File: config.mk
export PLATFORM = sky130hd
export DESIGN_NAME = gap_gpio_port
export DESIGN_NICKNAME = d
export VERILOG_FILES = /design/src/hw/gap_pkg.sv /design/src/hw/gap_gpio_port.sv
export SDC_FILE = /design/constraint.sdc
export NUM_CORES = 1
export LEC_CHECK = 0
export ABC_AREA = 1
export BUFFER_PORTS_ARGS = -buffer_cell sky130_fd_sc_hd__buf_2
export CAP_MARGIN = 30
export CELL_PAD_IN_SITES_DETAIL_PLACEMENT = 1
export CELL_PAD_IN_SITES_GLOBAL_PLACEMENT = 1
export CORE_MARGIN = 2
export CORE_UTILIZATION = 31
export CTS_CLUSTER_DIAMETER = 50
export DETAILED_ROUTE_END_ITERATION = 16
export GPL_TIMING_DRIVEN = 0
export PLACE_DENSITY = 0.68
export SKIP_LAST_GASP = 1
export SYNTH_ARGS = -nofsm -noshare
export SYNTH_HDL_FRONTEND = slang
export SYNTH_SLANG_ARGS = --single-unit
File: constraint.sdc
create_clock -name i_core_clk -period 2.2 [get_ports i_core_clk]
set_input_delay 0.33 -clock i_core_clk [delete_from_list [all_inputs] [get_ports i_core_clk]]
set_output_delay 0.33 -clock i_core_clk [all_outputs]
set_load 0.05 [all_outputs]
File: src/hw/gap_pkg.sv
package gap_pkg;

  // pin count and pin positions of the alternate functions
  localparam int NUM_PINS = 9;
  localparam int PIN_AUX_DATA_IN = 0;
  localparam int PIN_AUX_CLOCK = 1;
  localparam int PIN_AUX_DATA_OUT = 2;
  localparam int PIN_AUX_CS0 = 3;
  localparam int PIN_STRAP = 4;
  localparam int PIN_PERMIT = 7;
  localparam int PIN_PARK = 8;

  // register bus geometry
  localparam int ADDR_W = 4;
  localparam int DATA_W = 32;

  // register word addresses
  localparam logic [3:0] ADDR_MODE = 4'h0;
  localparam logic [3:0] ADDR_OUT = 4'h1;
  localparam logic [3:0] ADDR_BIDIR_OE = 4'h2;
  localparam logic [3:0] ADDR_ALT = 4'h3;
  localparam logic [3:0] ADDR_IN = 4'h4;
  localparam logic [3:0] ADDR_STATUS = 4'h5;

  // per-pin direction mode, two bits per pin in the mode register
  localparam logic [1:0] MODE_INPUT = 2'h0;
  localparam logic [1:0] MODE_OUTPUT = 2'h1;
  localparam logic [1:0] MODE_BIDIR = 2'h2;
  localparam logic [1:0] MODE_OPEN_DRAIN = 2'h3;

  // alternate function register fields
  localparam int ALT_PARK_BIT = 0;
  localparam int ALT_PIN7_LSB = 1;
  localparam int ALT_AUX_BIT = 3;
  localparam int ALT_W = 4;
  localparam logic [1:0] PIN7_GPIO = 2'h0;
  localparam logic [1:0] PIN7_PERMIT = 2'h1;
  localparam logic [1:0] PIN7_SAMPLE_HOLD = 2'h2;

  // status register fields
  localparam int ST_PARK_BIT = 0;
  localparam int ST_FORCED_BIT = 1;
  localparam int ST_PRIMARY_BIT = 2;
  localparam int ST_PERMIT_BIT = 3;

  // reset values
  localparam logic [17:0] MODE_RESET = 18'h00000;
  localparam logic [8:0] PINS_RESET = 9'h000;
  localparam logic [3:0] ALT_RESET = 4'h0;
  localparam logic [2:0] SELECT_OFF = 3'h0;

  // timing
  localparam int CLK_HZ = 20_000_000;
  localparam int INTERLOCK_MS = 100;
  localparam int PARK_MIN_LEVEL_MS = 200;
  localparam int INTERLOCK_CYCLES = INTERLOCK_MS * (CLK_HZ / 1000);
  localparam int CNT_W = 22;
  localparam logic [1:0] STRAP_SETTLE = 2'h3;

  typedef enum logic [2:0] {
    ILK_FORCED = 3'b001,
    ILK_COUNTING = 3'b010,
    ILK_RELEASED = 3'b100
  } gap_ilk_e;

  typedef struct packed {
    logic on;
    logic [2:0] sel;
  } gap_light_s;

  typedef struct packed {
    logic cs0_n;
    logic clk;
    logic dout;
  } gap_aux_s;

  typedef struct packed {
    logic en;
    logic val;
  } gap_drive_s;

endpackage

File: src/hw/gap_gpio_port.sv
// The register offsets and strobed register access were decided locally.
`timescale 1ns/1ps

module gap_gpio_port #(
  parameter int INTERLOCK_CYCLES = gap_pkg::INTERLOCK_CYCLES
) (
  input wire logic i_core_clk,
  input wire logic i_rst_n,
  input wire logic [gap_pkg::ADDR_W-1:0] i_addr,
  input wire logic [gap_pkg::DATA_W-1:0] i_wdata,
  input wire logic i_wr,
  input wire logic i_rd,
  output logic [gap_pkg::DATA_W-1:0] o_rdata,
  input wire logic [gap_pkg::NUM_PINS-1:0] i_pin,
  output logic [gap_pkg::NUM_PINS-1:0] o_pin,
  output logic [gap_pkg::NUM_PINS-1:0] o_pin_oe_n,
  input wire gap_pkg::gap_light_s i_light,
  output gap_pkg::gap_light_s o_light,
  input wire logic i_bright_sample_hold,
  input wire gap_pkg::gap_aux_s i_aux,
  output logic o_aux_data_in,
  output logic o_park_micromirror_array,
  output logic o_primary_controller
);
  import gap_pkg::*;

  logic [2*NUM_PINS-1:0] mode_reg;
  logic [NUM_PINS-1:0] out_reg;
  logic [NUM_PINS-1:0] bidir_oe_reg;
  logic [ALT_W-1:0] alt_reg;
  logic [NUM_PINS-1:0] sync1_reg;
  logic [NUM_PINS-1:0] sync2_reg;
  logic [1:0] strap_cnt_reg;
  logic strap_done_reg;
  gap_ilk_e ilk_reg;
  gap_ilk_e ilk_next;
  logic [CNT_W-1:0] ilk_cnt_reg;
  logic [CNT_W-1:0] ilk_cnt_next;
  gap_drive_s drive_next [NUM_PINS];
  logic park_sel;
  logic permit_sel;
  logic sample_hold_sel;
  logic aux_sel;
  logic permit_level;
  logic forced;

  // direction decode for one pin in plain gpio use
  function automatic gap_drive_s pin_drive(input logic [1:0] mode,
                                           input logic val,
                                           input logic oe);
    gap_drive_s d;
    d.en = 1'b0;
    d.val = 1'b0;
    case (mode)
      MODE_OUTPUT: begin
        d.en = 1'b1;
        d.val = val;
      end
      MODE_BIDIR: begin
        d.en = oe;
        d.val = val;
      end
      MODE_OPEN_DRAIN: begin
        // only ever pulls low, the board pull-up gives the high
        d.en = ~val;
        d.val = 1'b0;
      end
      default: begin
        d.en = 1'b0;
        d.val = 1'b0;
      end
    endcase
    return d;
  endfunction

  // an output-only alternate function drives the pin steadily
  function automatic gap_drive_s alt_drive(input logic val);
    gap_drive_s d;
    d.en = 1'b1;
    d.val = val;
    return d;
  endfunction

  // write strobe decode for one register word
  function automatic logic wr_hit(input logic wr,
                                  input logic [ADDR_W-1:0] addr,
                                  input logic [ADDR_W-1:0] word);
    return wr && (addr == word);
  endfunction

  // every interlock state but released keeps the light off
  function automatic logic ilk_forced(input gap_ilk_e state);
    return state != ILK_RELEASED;
  endfunction

  // use decode of the two-bit pin 7 field
  function automatic logic pin7_is(input logic [ALT_W-1:0] alt,
                                   input logic [1:0] code);
    return alt[ALT_PIN7_LSB +: 2] == code;
  endfunction

  // alternate function selections
  assign park_sel = alt_reg[ALT_PARK_BIT];
  assign permit_sel = pin7_is(alt_reg, PIN7_PERMIT);
  assign sample_hold_sel = pin7_is(alt_reg, PIN7_SAMPLE_HOLD);
  assign aux_sel = alt_reg[ALT_AUX_BIT];
  assign permit_level = sync2_reg[PIN_PERMIT];

  // two-stage synchroniser on every pin; only stage two is ever read
  // a single stage could pass a metastable level into the logic
  always_ff @(posedge i_core_clk or negedge i_rst_n) begin
    if (!i_rst_n) begin
      sync1_reg <= PINS_RESET;
      sync2_reg <= PINS_RESET;
    end else begin
      sync1_reg <= i_pin;
      sync2_reg <= sync1_reg;
    end
  end

  // direction mode register, all inputs after reset
  // write bits above the pin fields are dropped
  always_ff @(posedge i_core_clk or negedge i_rst_n) begin
    if (!i_rst_n) begin
      mode_reg <= MODE_RESET;
    end else if (wr_hit(i_wr, i_addr, ADDR_MODE)) begin
      mode_reg <= i_wdata[2*NUM_PINS-1:0];
    end
  end

  // output data register
  always_ff @(posedge i_core_clk or negedge i_rst_n) begin
    if (!i_rst_n) begin
      out_reg <= PINS_RESET;
    end else if (wr_hit(i_wr, i_addr, ADDR_OUT)) begin
      out_reg <= i_wdata[NUM_PINS-1:0];
    end
  end

  // driver enables for pins in bidirectional mode
  always_ff @(posedge i_core_clk or negedge i_rst_n) begin
    if (!i_rst_n) begin
      bidir_oe_reg <= PINS_RESET;
    end else if (wr_hit(i_wr, i_addr, ADDR_BIDIR_OE)) begin
      bidir_oe_reg <= i_wdata[NUM_PINS-1:0];
    end
  end

  // alternate function select register
  always_ff @(posedge i_core_clk or negedge i_rst_n) begin
    if (!i_rst_n) begin
      alt_reg <= ALT_RESET;
    end else if (wr_hit(i_wr, i_addr, ADDR_ALT)) begin
      alt_reg <= i_wdata[ALT_W-1:0];
    end
  end

  // per-pin drive: gpio mode unless an alternate function owns the pin
  always_comb begin
    for (int i = 0; i < NUM_PINS; i++) begin
      drive_next[i] = pin_drive(mode_reg[2*i +: 2], out_reg[i],
                                bidir_oe_reg[i]);
    end
    // the strap pin is only ever sampled
    drive_next[PIN_STRAP] = '0;
    if (park_sel) begin
      drive_next[PIN_PARK] = '0;
    end
    if (permit_sel) begin
      drive_next[PIN_PERMIT] = '0;
    end else if (sample_hold_sel) begin
      drive_next[PIN_PERMIT] = alt_drive(i_bright_sample_hold);
    end
    // aux output pins follow the core one clock later; the data in pin is released
    if (aux_sel) begin
      drive_next[PIN_AUX_CS0] = alt_drive(i_aux.cs0_n);
      drive_next[PIN_AUX_CLOCK] = alt_drive(i_aux.clk);
      drive_next[PIN_AUX_DATA_OUT] = alt_drive(i_aux.dout);
      drive_next[PIN_AUX_DATA_IN] = '0;
    end
  end

  // pin outputs come from flops; enable is active low
  always_ff @(posedge i_core_clk or negedge i_rst_n) begin
    if (!i_rst_n) begin
      o_pin <= PINS_RESET;
      o_pin_oe_n <= ~PINS_RESET;
    end else begin
      for (int i = 0; i < NUM_PINS; i++) begin
        o_pin[i] <= drive_next[i].val;
        o_pin_oe_n[i] <= ~drive_next[i].en;
      end
    end
  end

  // interlock: forced while permit is low, held 100 ms after it rises
  always_comb begin
    ilk_next = ilk_reg;
    ilk_cnt_next = ilk_cnt_reg;
    if (!permit_sel) begin
      // without the interlock function the light outputs run free
      ilk_next = ILK_RELEASED;
      ilk_cnt_next = '0;
    end else if (!permit_level) begin
      // a low level at any point restarts the full hold time
      ilk_next = ILK_FORCED;
      ilk_cnt_next = '0;
    end else begin
      case (ilk_reg)
        ILK_FORCED: begin
          ilk_next = ILK_COUNTING;
          ilk_cnt_next = '0;
        end
        ILK_COUNTING: begin
          // counter width covers the full hold at the system clock
          if (ilk_cnt_reg == CNT_W'(INTERLOCK_CYCLES - 1)) begin
            ilk_next = ILK_RELEASED;
          end else begin
            ilk_cnt_next = ilk_cnt_reg + 1'b1;
          end
        end
        ILK_RELEASED: begin
          ilk_next = ILK_RELEASED;
        end
        default: begin
          ilk_next = ILK_FORCED;
          ilk_cnt_next = '0;
        end
      endcase
    end
  end

  // interlock state; reset loads forced, but it is released on the first clock unless pin 7 is set to permit
  always_ff @(posedge i_core_clk or negedge i_rst_n) begin
    if (!i_rst_n) begin
      ilk_reg <= ILK_FORCED;
      ilk_cnt_reg <= '0;
    end else begin
      ilk_reg <= ilk_next;
      ilk_cnt_reg <= ilk_cnt_next;
    end
  end

  // decoded from the next state so the outputs drop without a lag
  assign forced = ilk_forced(ilk_next);

  // light outputs, gated by the interlock
  // once released the core values pass through with one flop of delay
  always_ff @(posedge i_core_clk or negedge i_rst_n) begin
    if (!i_rst_n) begin
      o_light.on <= 1'b0;
      o_light.sel <= SELECT_OFF;
    end else if (forced) begin
      o_light.on <= 1'b0;
      o_light.sel <= SELECT_OFF;
    end else begin
      o_light.on <= i_light.on;
      o_light.sel <= i_light.sel;
    end
  end

  // park request is a level to the mirror sequencer; the host keeps
  // each level 200 ms, so no filtering is needed here
  always_ff @(posedge i_core_clk or negedge i_rst_n) begin
    if (!i_rst_n) begin
      o_park_micromirror_array <= 1'b0;
    end else begin
      // no power-down output exists: parking only
      o_park_micromirror_array <=
        park_sel & ~sync2_reg[PIN_PARK];
    end
  end

  // aux serial data in, returned only while the function is selected
  // held low when off so the core sees a quiet line
  always_ff @(posedge i_core_clk or negedge i_rst_n) begin
    if (!i_rst_n) begin
      o_aux_data_in <= 1'b0;
    end else begin
      o_aux_data_in <= aux_sel & sync2_reg[PIN_AUX_DATA_IN];
    end
  end

  // strap caught once, after the synchroniser has filled
  // later strap changes are ignored until the next reset
  always_ff @(posedge i_core_clk or negedge i_rst_n) begin
    if (!i_rst_n) begin
      strap_cnt_reg <= '0;
      strap_done_reg <= 1'b0;
      o_primary_controller <= 1'b0;
    end else if (!strap_done_reg) begin
      if (strap_cnt_reg == STRAP_SETTLE) begin
        strap_done_reg <= 1'b1;
        o_primary_controller <= sync2_reg[PIN_STRAP];
      end else begin
        strap_cnt_reg <= strap_cnt_reg + 1'b1;
      end
    end
  end

  // read data stands only in the cycle after the read strobe
  always_ff @(posedge i_core_clk or negedge i_rst_n) begin
    if (!i_rst_n) begin
      o_rdata <= '0;
    end else if (!i_rd) begin
      o_rdata <= '0;
    end else if (i_addr == ADDR_MODE) begin
      o_rdata <= DATA_W'(mode_reg);
    end else if (i_addr == ADDR_OUT) begin
      o_rdata <= DATA_W'(out_reg);
    end else if (i_addr == ADDR_BIDIR_OE) begin
      o_rdata <= DATA_W'(bidir_oe_reg);
    end else if (i_addr == ADDR_ALT) begin
      o_rdata <= DATA_W'(alt_reg);
    end else if (i_addr == ADDR_IN) begin
      o_rdata <= DATA_W'(sync2_reg);
    end else if (i_addr == ADDR_STATUS) begin
      o_rdata <= '0;
      o_rdata[ST_PARK_BIT] <= o_park_micromirror_array;
      // state, not next state: one cycle behind the light outputs
      o_rdata[ST_FORCED_BIT] <= ilk_forced(ilk_reg);
      o_rdata[ST_PRIMARY_BIT] <= o_primary_controller;
      o_rdata[ST_PERMIT_BIT] <= permit_level;
    end else begin
      // unmapped words read as zero
      o_rdata <= '0;
    end
  end

endmodule

==> results.yml <==
critical_path:
  required_ns: 2.51
  crit_path_end_kind: "flip-flop"
  worstSetupPathType: "reg -> reg"
  path_cells: "ha_1 > nand2_2 > nor3_4 > nand4_2 > nand2_2 > inv_2 > buf_6 > nand2_1 > nand2_1"
  path_max_fanout: 10
  critical_path.slowest_cell: "dfrtp_1"
  crit_arrival_ns: 2.29
  startpoint_type: "flip-flop"
  cpPeakStageDelay_ns: 0.46
clocking:
  cts_tree: "done"
  cts_num_sinks: 127
  cts_htree_levels: 4
  clkTransAtPathRegs_ns: 0.06
  clk_latency_ns: 0.42
  clk_path_buf_depth: 2
  post_cts_buffers: 0
  root_buffer: "clkbuf_16"
  cts_made_buffers: 17
synthesis:
  yosys.area.top_type_share: 0.502
  yosysWarnings: 0
  synth-seq-cells: 127
  synth.most_common_cell: "nand2_1"
  yosysSeqAreaShare: 0.542
  yosys.area.top_type: "dfrtp_1"
  syn_inst: 679
  synthTopCellsByCount: "nand2_1, dfrtp_1, nor2_1"
  synthArstFlopShare: 1.00
  syn_area_per_cell_um2: 8.67
  yosysUniqueCellTypes: 42
  yosys_most_used_dff: "dfrtp_1"
  synth_area_leaders: "dfrtp_1, nand2_1, nor2_1"
  synth_edf_count: 0
  synth_area_um2: 5890
route:
  wl_met1_mm: 7.81
  drt_pass1_iterations: 4
  vias: 4914
  postRouteAntennaNets: 0
  via_per_inst: 4.70
  wl_met2_mm: 8.14
  top_layer_used: "met4"
  wl_met3_um: 514
  route.detailed.drc: 0
  drt-initial-drc-count: 124
  wire_per_inst_um: 16.1
  wirelength_mm: 16.8
timing:
  fmax_mhz: 505
  timing_hold_violations_final: 0
  tightestPinTransition_ns: 0.558
  setup_ws_ns: 0.218
  fin_crit_sh: 0.901
  slew_headroom: 0.628
  fin_skew_ns: 0.00621
  setup_viol: 0
  slew_violations: 0
  min_period_ns: 1.98
  rsz0062_at_grt: "no"
layout:
  synthToLayoutAreaGrowth_pct: 24.8
  multiInputGateArea_um2: 2260
  register_area_um2: 3190
  n_antenna_cell: 0
  filler_cell_count: 2261
  fin_nets: 858
  drive_above_1_share: 0.239
  largest_reg_flops: 22
  fin_cells: 1046
  post-route-cell-area_um2: 7350
floorplanning:
  die_area_um2: 20100
  core_um2: 18600
  die_h_um: 142
  initial_core_util: 0.316
  ios: 114
  rows: 50
  die_w_um: 142
placement:
  gp_congestion: 0.838
  dp_hpwl_mm: 12.1
  pre_cts_slack_ns: 0.219
  dp_cells: 1011
  portBuffers: 83
  placed_cell_area_um2: 6680
power_and_ir_drop:
  p_per_area_nw_per_um2: 965
  ir_drop_v: 0.000525
  leakagePower_nw: 3.52
grt:
  grt_max_degree: 87
  grt_pass1_wl_mm: 27.5
  grt_pass1_vias: 5151
  antenna_found_initial: 0
  track_usage: 0.179
  grt.overflow.total: 0
min_path:
  min_path_type: "in -> reg"
job:
  drv_cap: 0
status:
  outcome: "finished, final reports clean"
[layout by cell type (no fill, tap or decap), types with 4 or more instances in the layout]
master	instances
clkbuf_16	17
bufinv_16	4
inv_2	4
buf_2	87
o211ai_1	8
nor2_4	4
a21oi_1	28
nand4_1	10
conb_1	16
a31oi_1	5
inv_1	73
o22ai_1	5
nor3_1	8
xor2_1	9
nand2_1	145
clkbuf_1	6
nor2_2	4
buf_4	17
nand3_2	5
dfrtp_1	118
nand3_1	41
dfstp_2	9
o21ai_2	12
nand2_2	8
nor2_1	82
o21ai_0	47
[worst max-delay path, delay by kind of cell, from the launching register on]
family | cells | cell delay [ns]
adders and majority gates | 1 | 0.30
and+or+nand+nor | 6 | 0.83
DFF | 1 | 0.46
buffers and inverters | 2 | 0.28
[logic make-up (layout without fill, tap and decap cells)]
kind of cell	Yosys count	in the layout	synth area share
compound gates	116	116	0.117
xor+xnor	9	9	0.0134
fa+ha+maj	2	2	0.00425
buf+inv	109	228	0.0846
flops	127	127	0.542
mux	1	1	0.00191
other cells	2	16	0.00128
simple gates	313	313	0.236
[cell type report]
class | count | share of cell area
plain buffers | 31 | 0.0279
clock buffers | 20 | 0.0608
clock inverters | 12 | 0.0249
inverters | 78 | 0.0399
multi-input cells | 457 | 0.307
flip-flops and latches | 127 | 0.434
well taps | 234 | 0.0399
repair buffers | 87 | 0.0652
[where the power goes]
part | leakage, nW | internal, mW | total, mW | switching [mW]
Sequential | 1.59 | 2.65 | 2.82 | 0.175
Combinational | 1.63 | 0.312 | 1.24 | 0.930
Clock | 0.298 | 1.94 | 3.02 | 1.09
[final timing paths]
kind                                                  from                          end  slack [ns]  cells past startpoint
max in group asynchronous                          i_rst_n      o_pin_oe_n[5]$_DFF_PN1_        1.01                      3
worst min-delay path                              i_pin[0]       sync1_reg[0]$_DFF_PN0_        0.02                      1
worst min register to register      sync1_reg[0]$_DFF_PN0_       sync2_reg[0]$_DFF_PN0_        0.35                      0
worst max register to register  ilk_cnt_reg[0]$_DFFE_PN0P_  ilk_cnt_reg[10]$_DFFE_PN0P_        0.22                      9
worst max-delay path            ilk_cnt_reg[0]$_DFFE_PN0P_  ilk_cnt_reg[10]$_DFFE_PN0P_        0.22                      9
min in group asynchronous                          i_rst_n      o_aux_data_in$_DFF_PN0_        0.40                      2
[layer usage]
metal / up-vias / global-route usage
met4: 0 / 0.0742
li1: 2412 / -
met5: - / 0
met2: 84 / 0.287
met1: 2396 / 0.239
met3: 22 / 0.0327
[per-stage QoR]
step                      total power [mW]   util  hold slack, ns  TNS [ns]
final                                 7.09  0.394          0.0172         0
after detailed placement              4.11  0.358           0.281         0
after floorplan                       3.70      -          0.0344         0
after global routing                  7.39  0.394         0.00490         0
after CTS                             7.16  0.394         0.00256         0
after global placement                4.08  0.357           0.332   -121.09
[what timing repair did]
item,4_1_cts,5_1_grt
gates resized for setup,0,1
hold buffers,3,0
setup endpoints to repair,0,1
hold endpoints to repair,39,0
No activity file was read; power rests on OpenSTA's default activity.
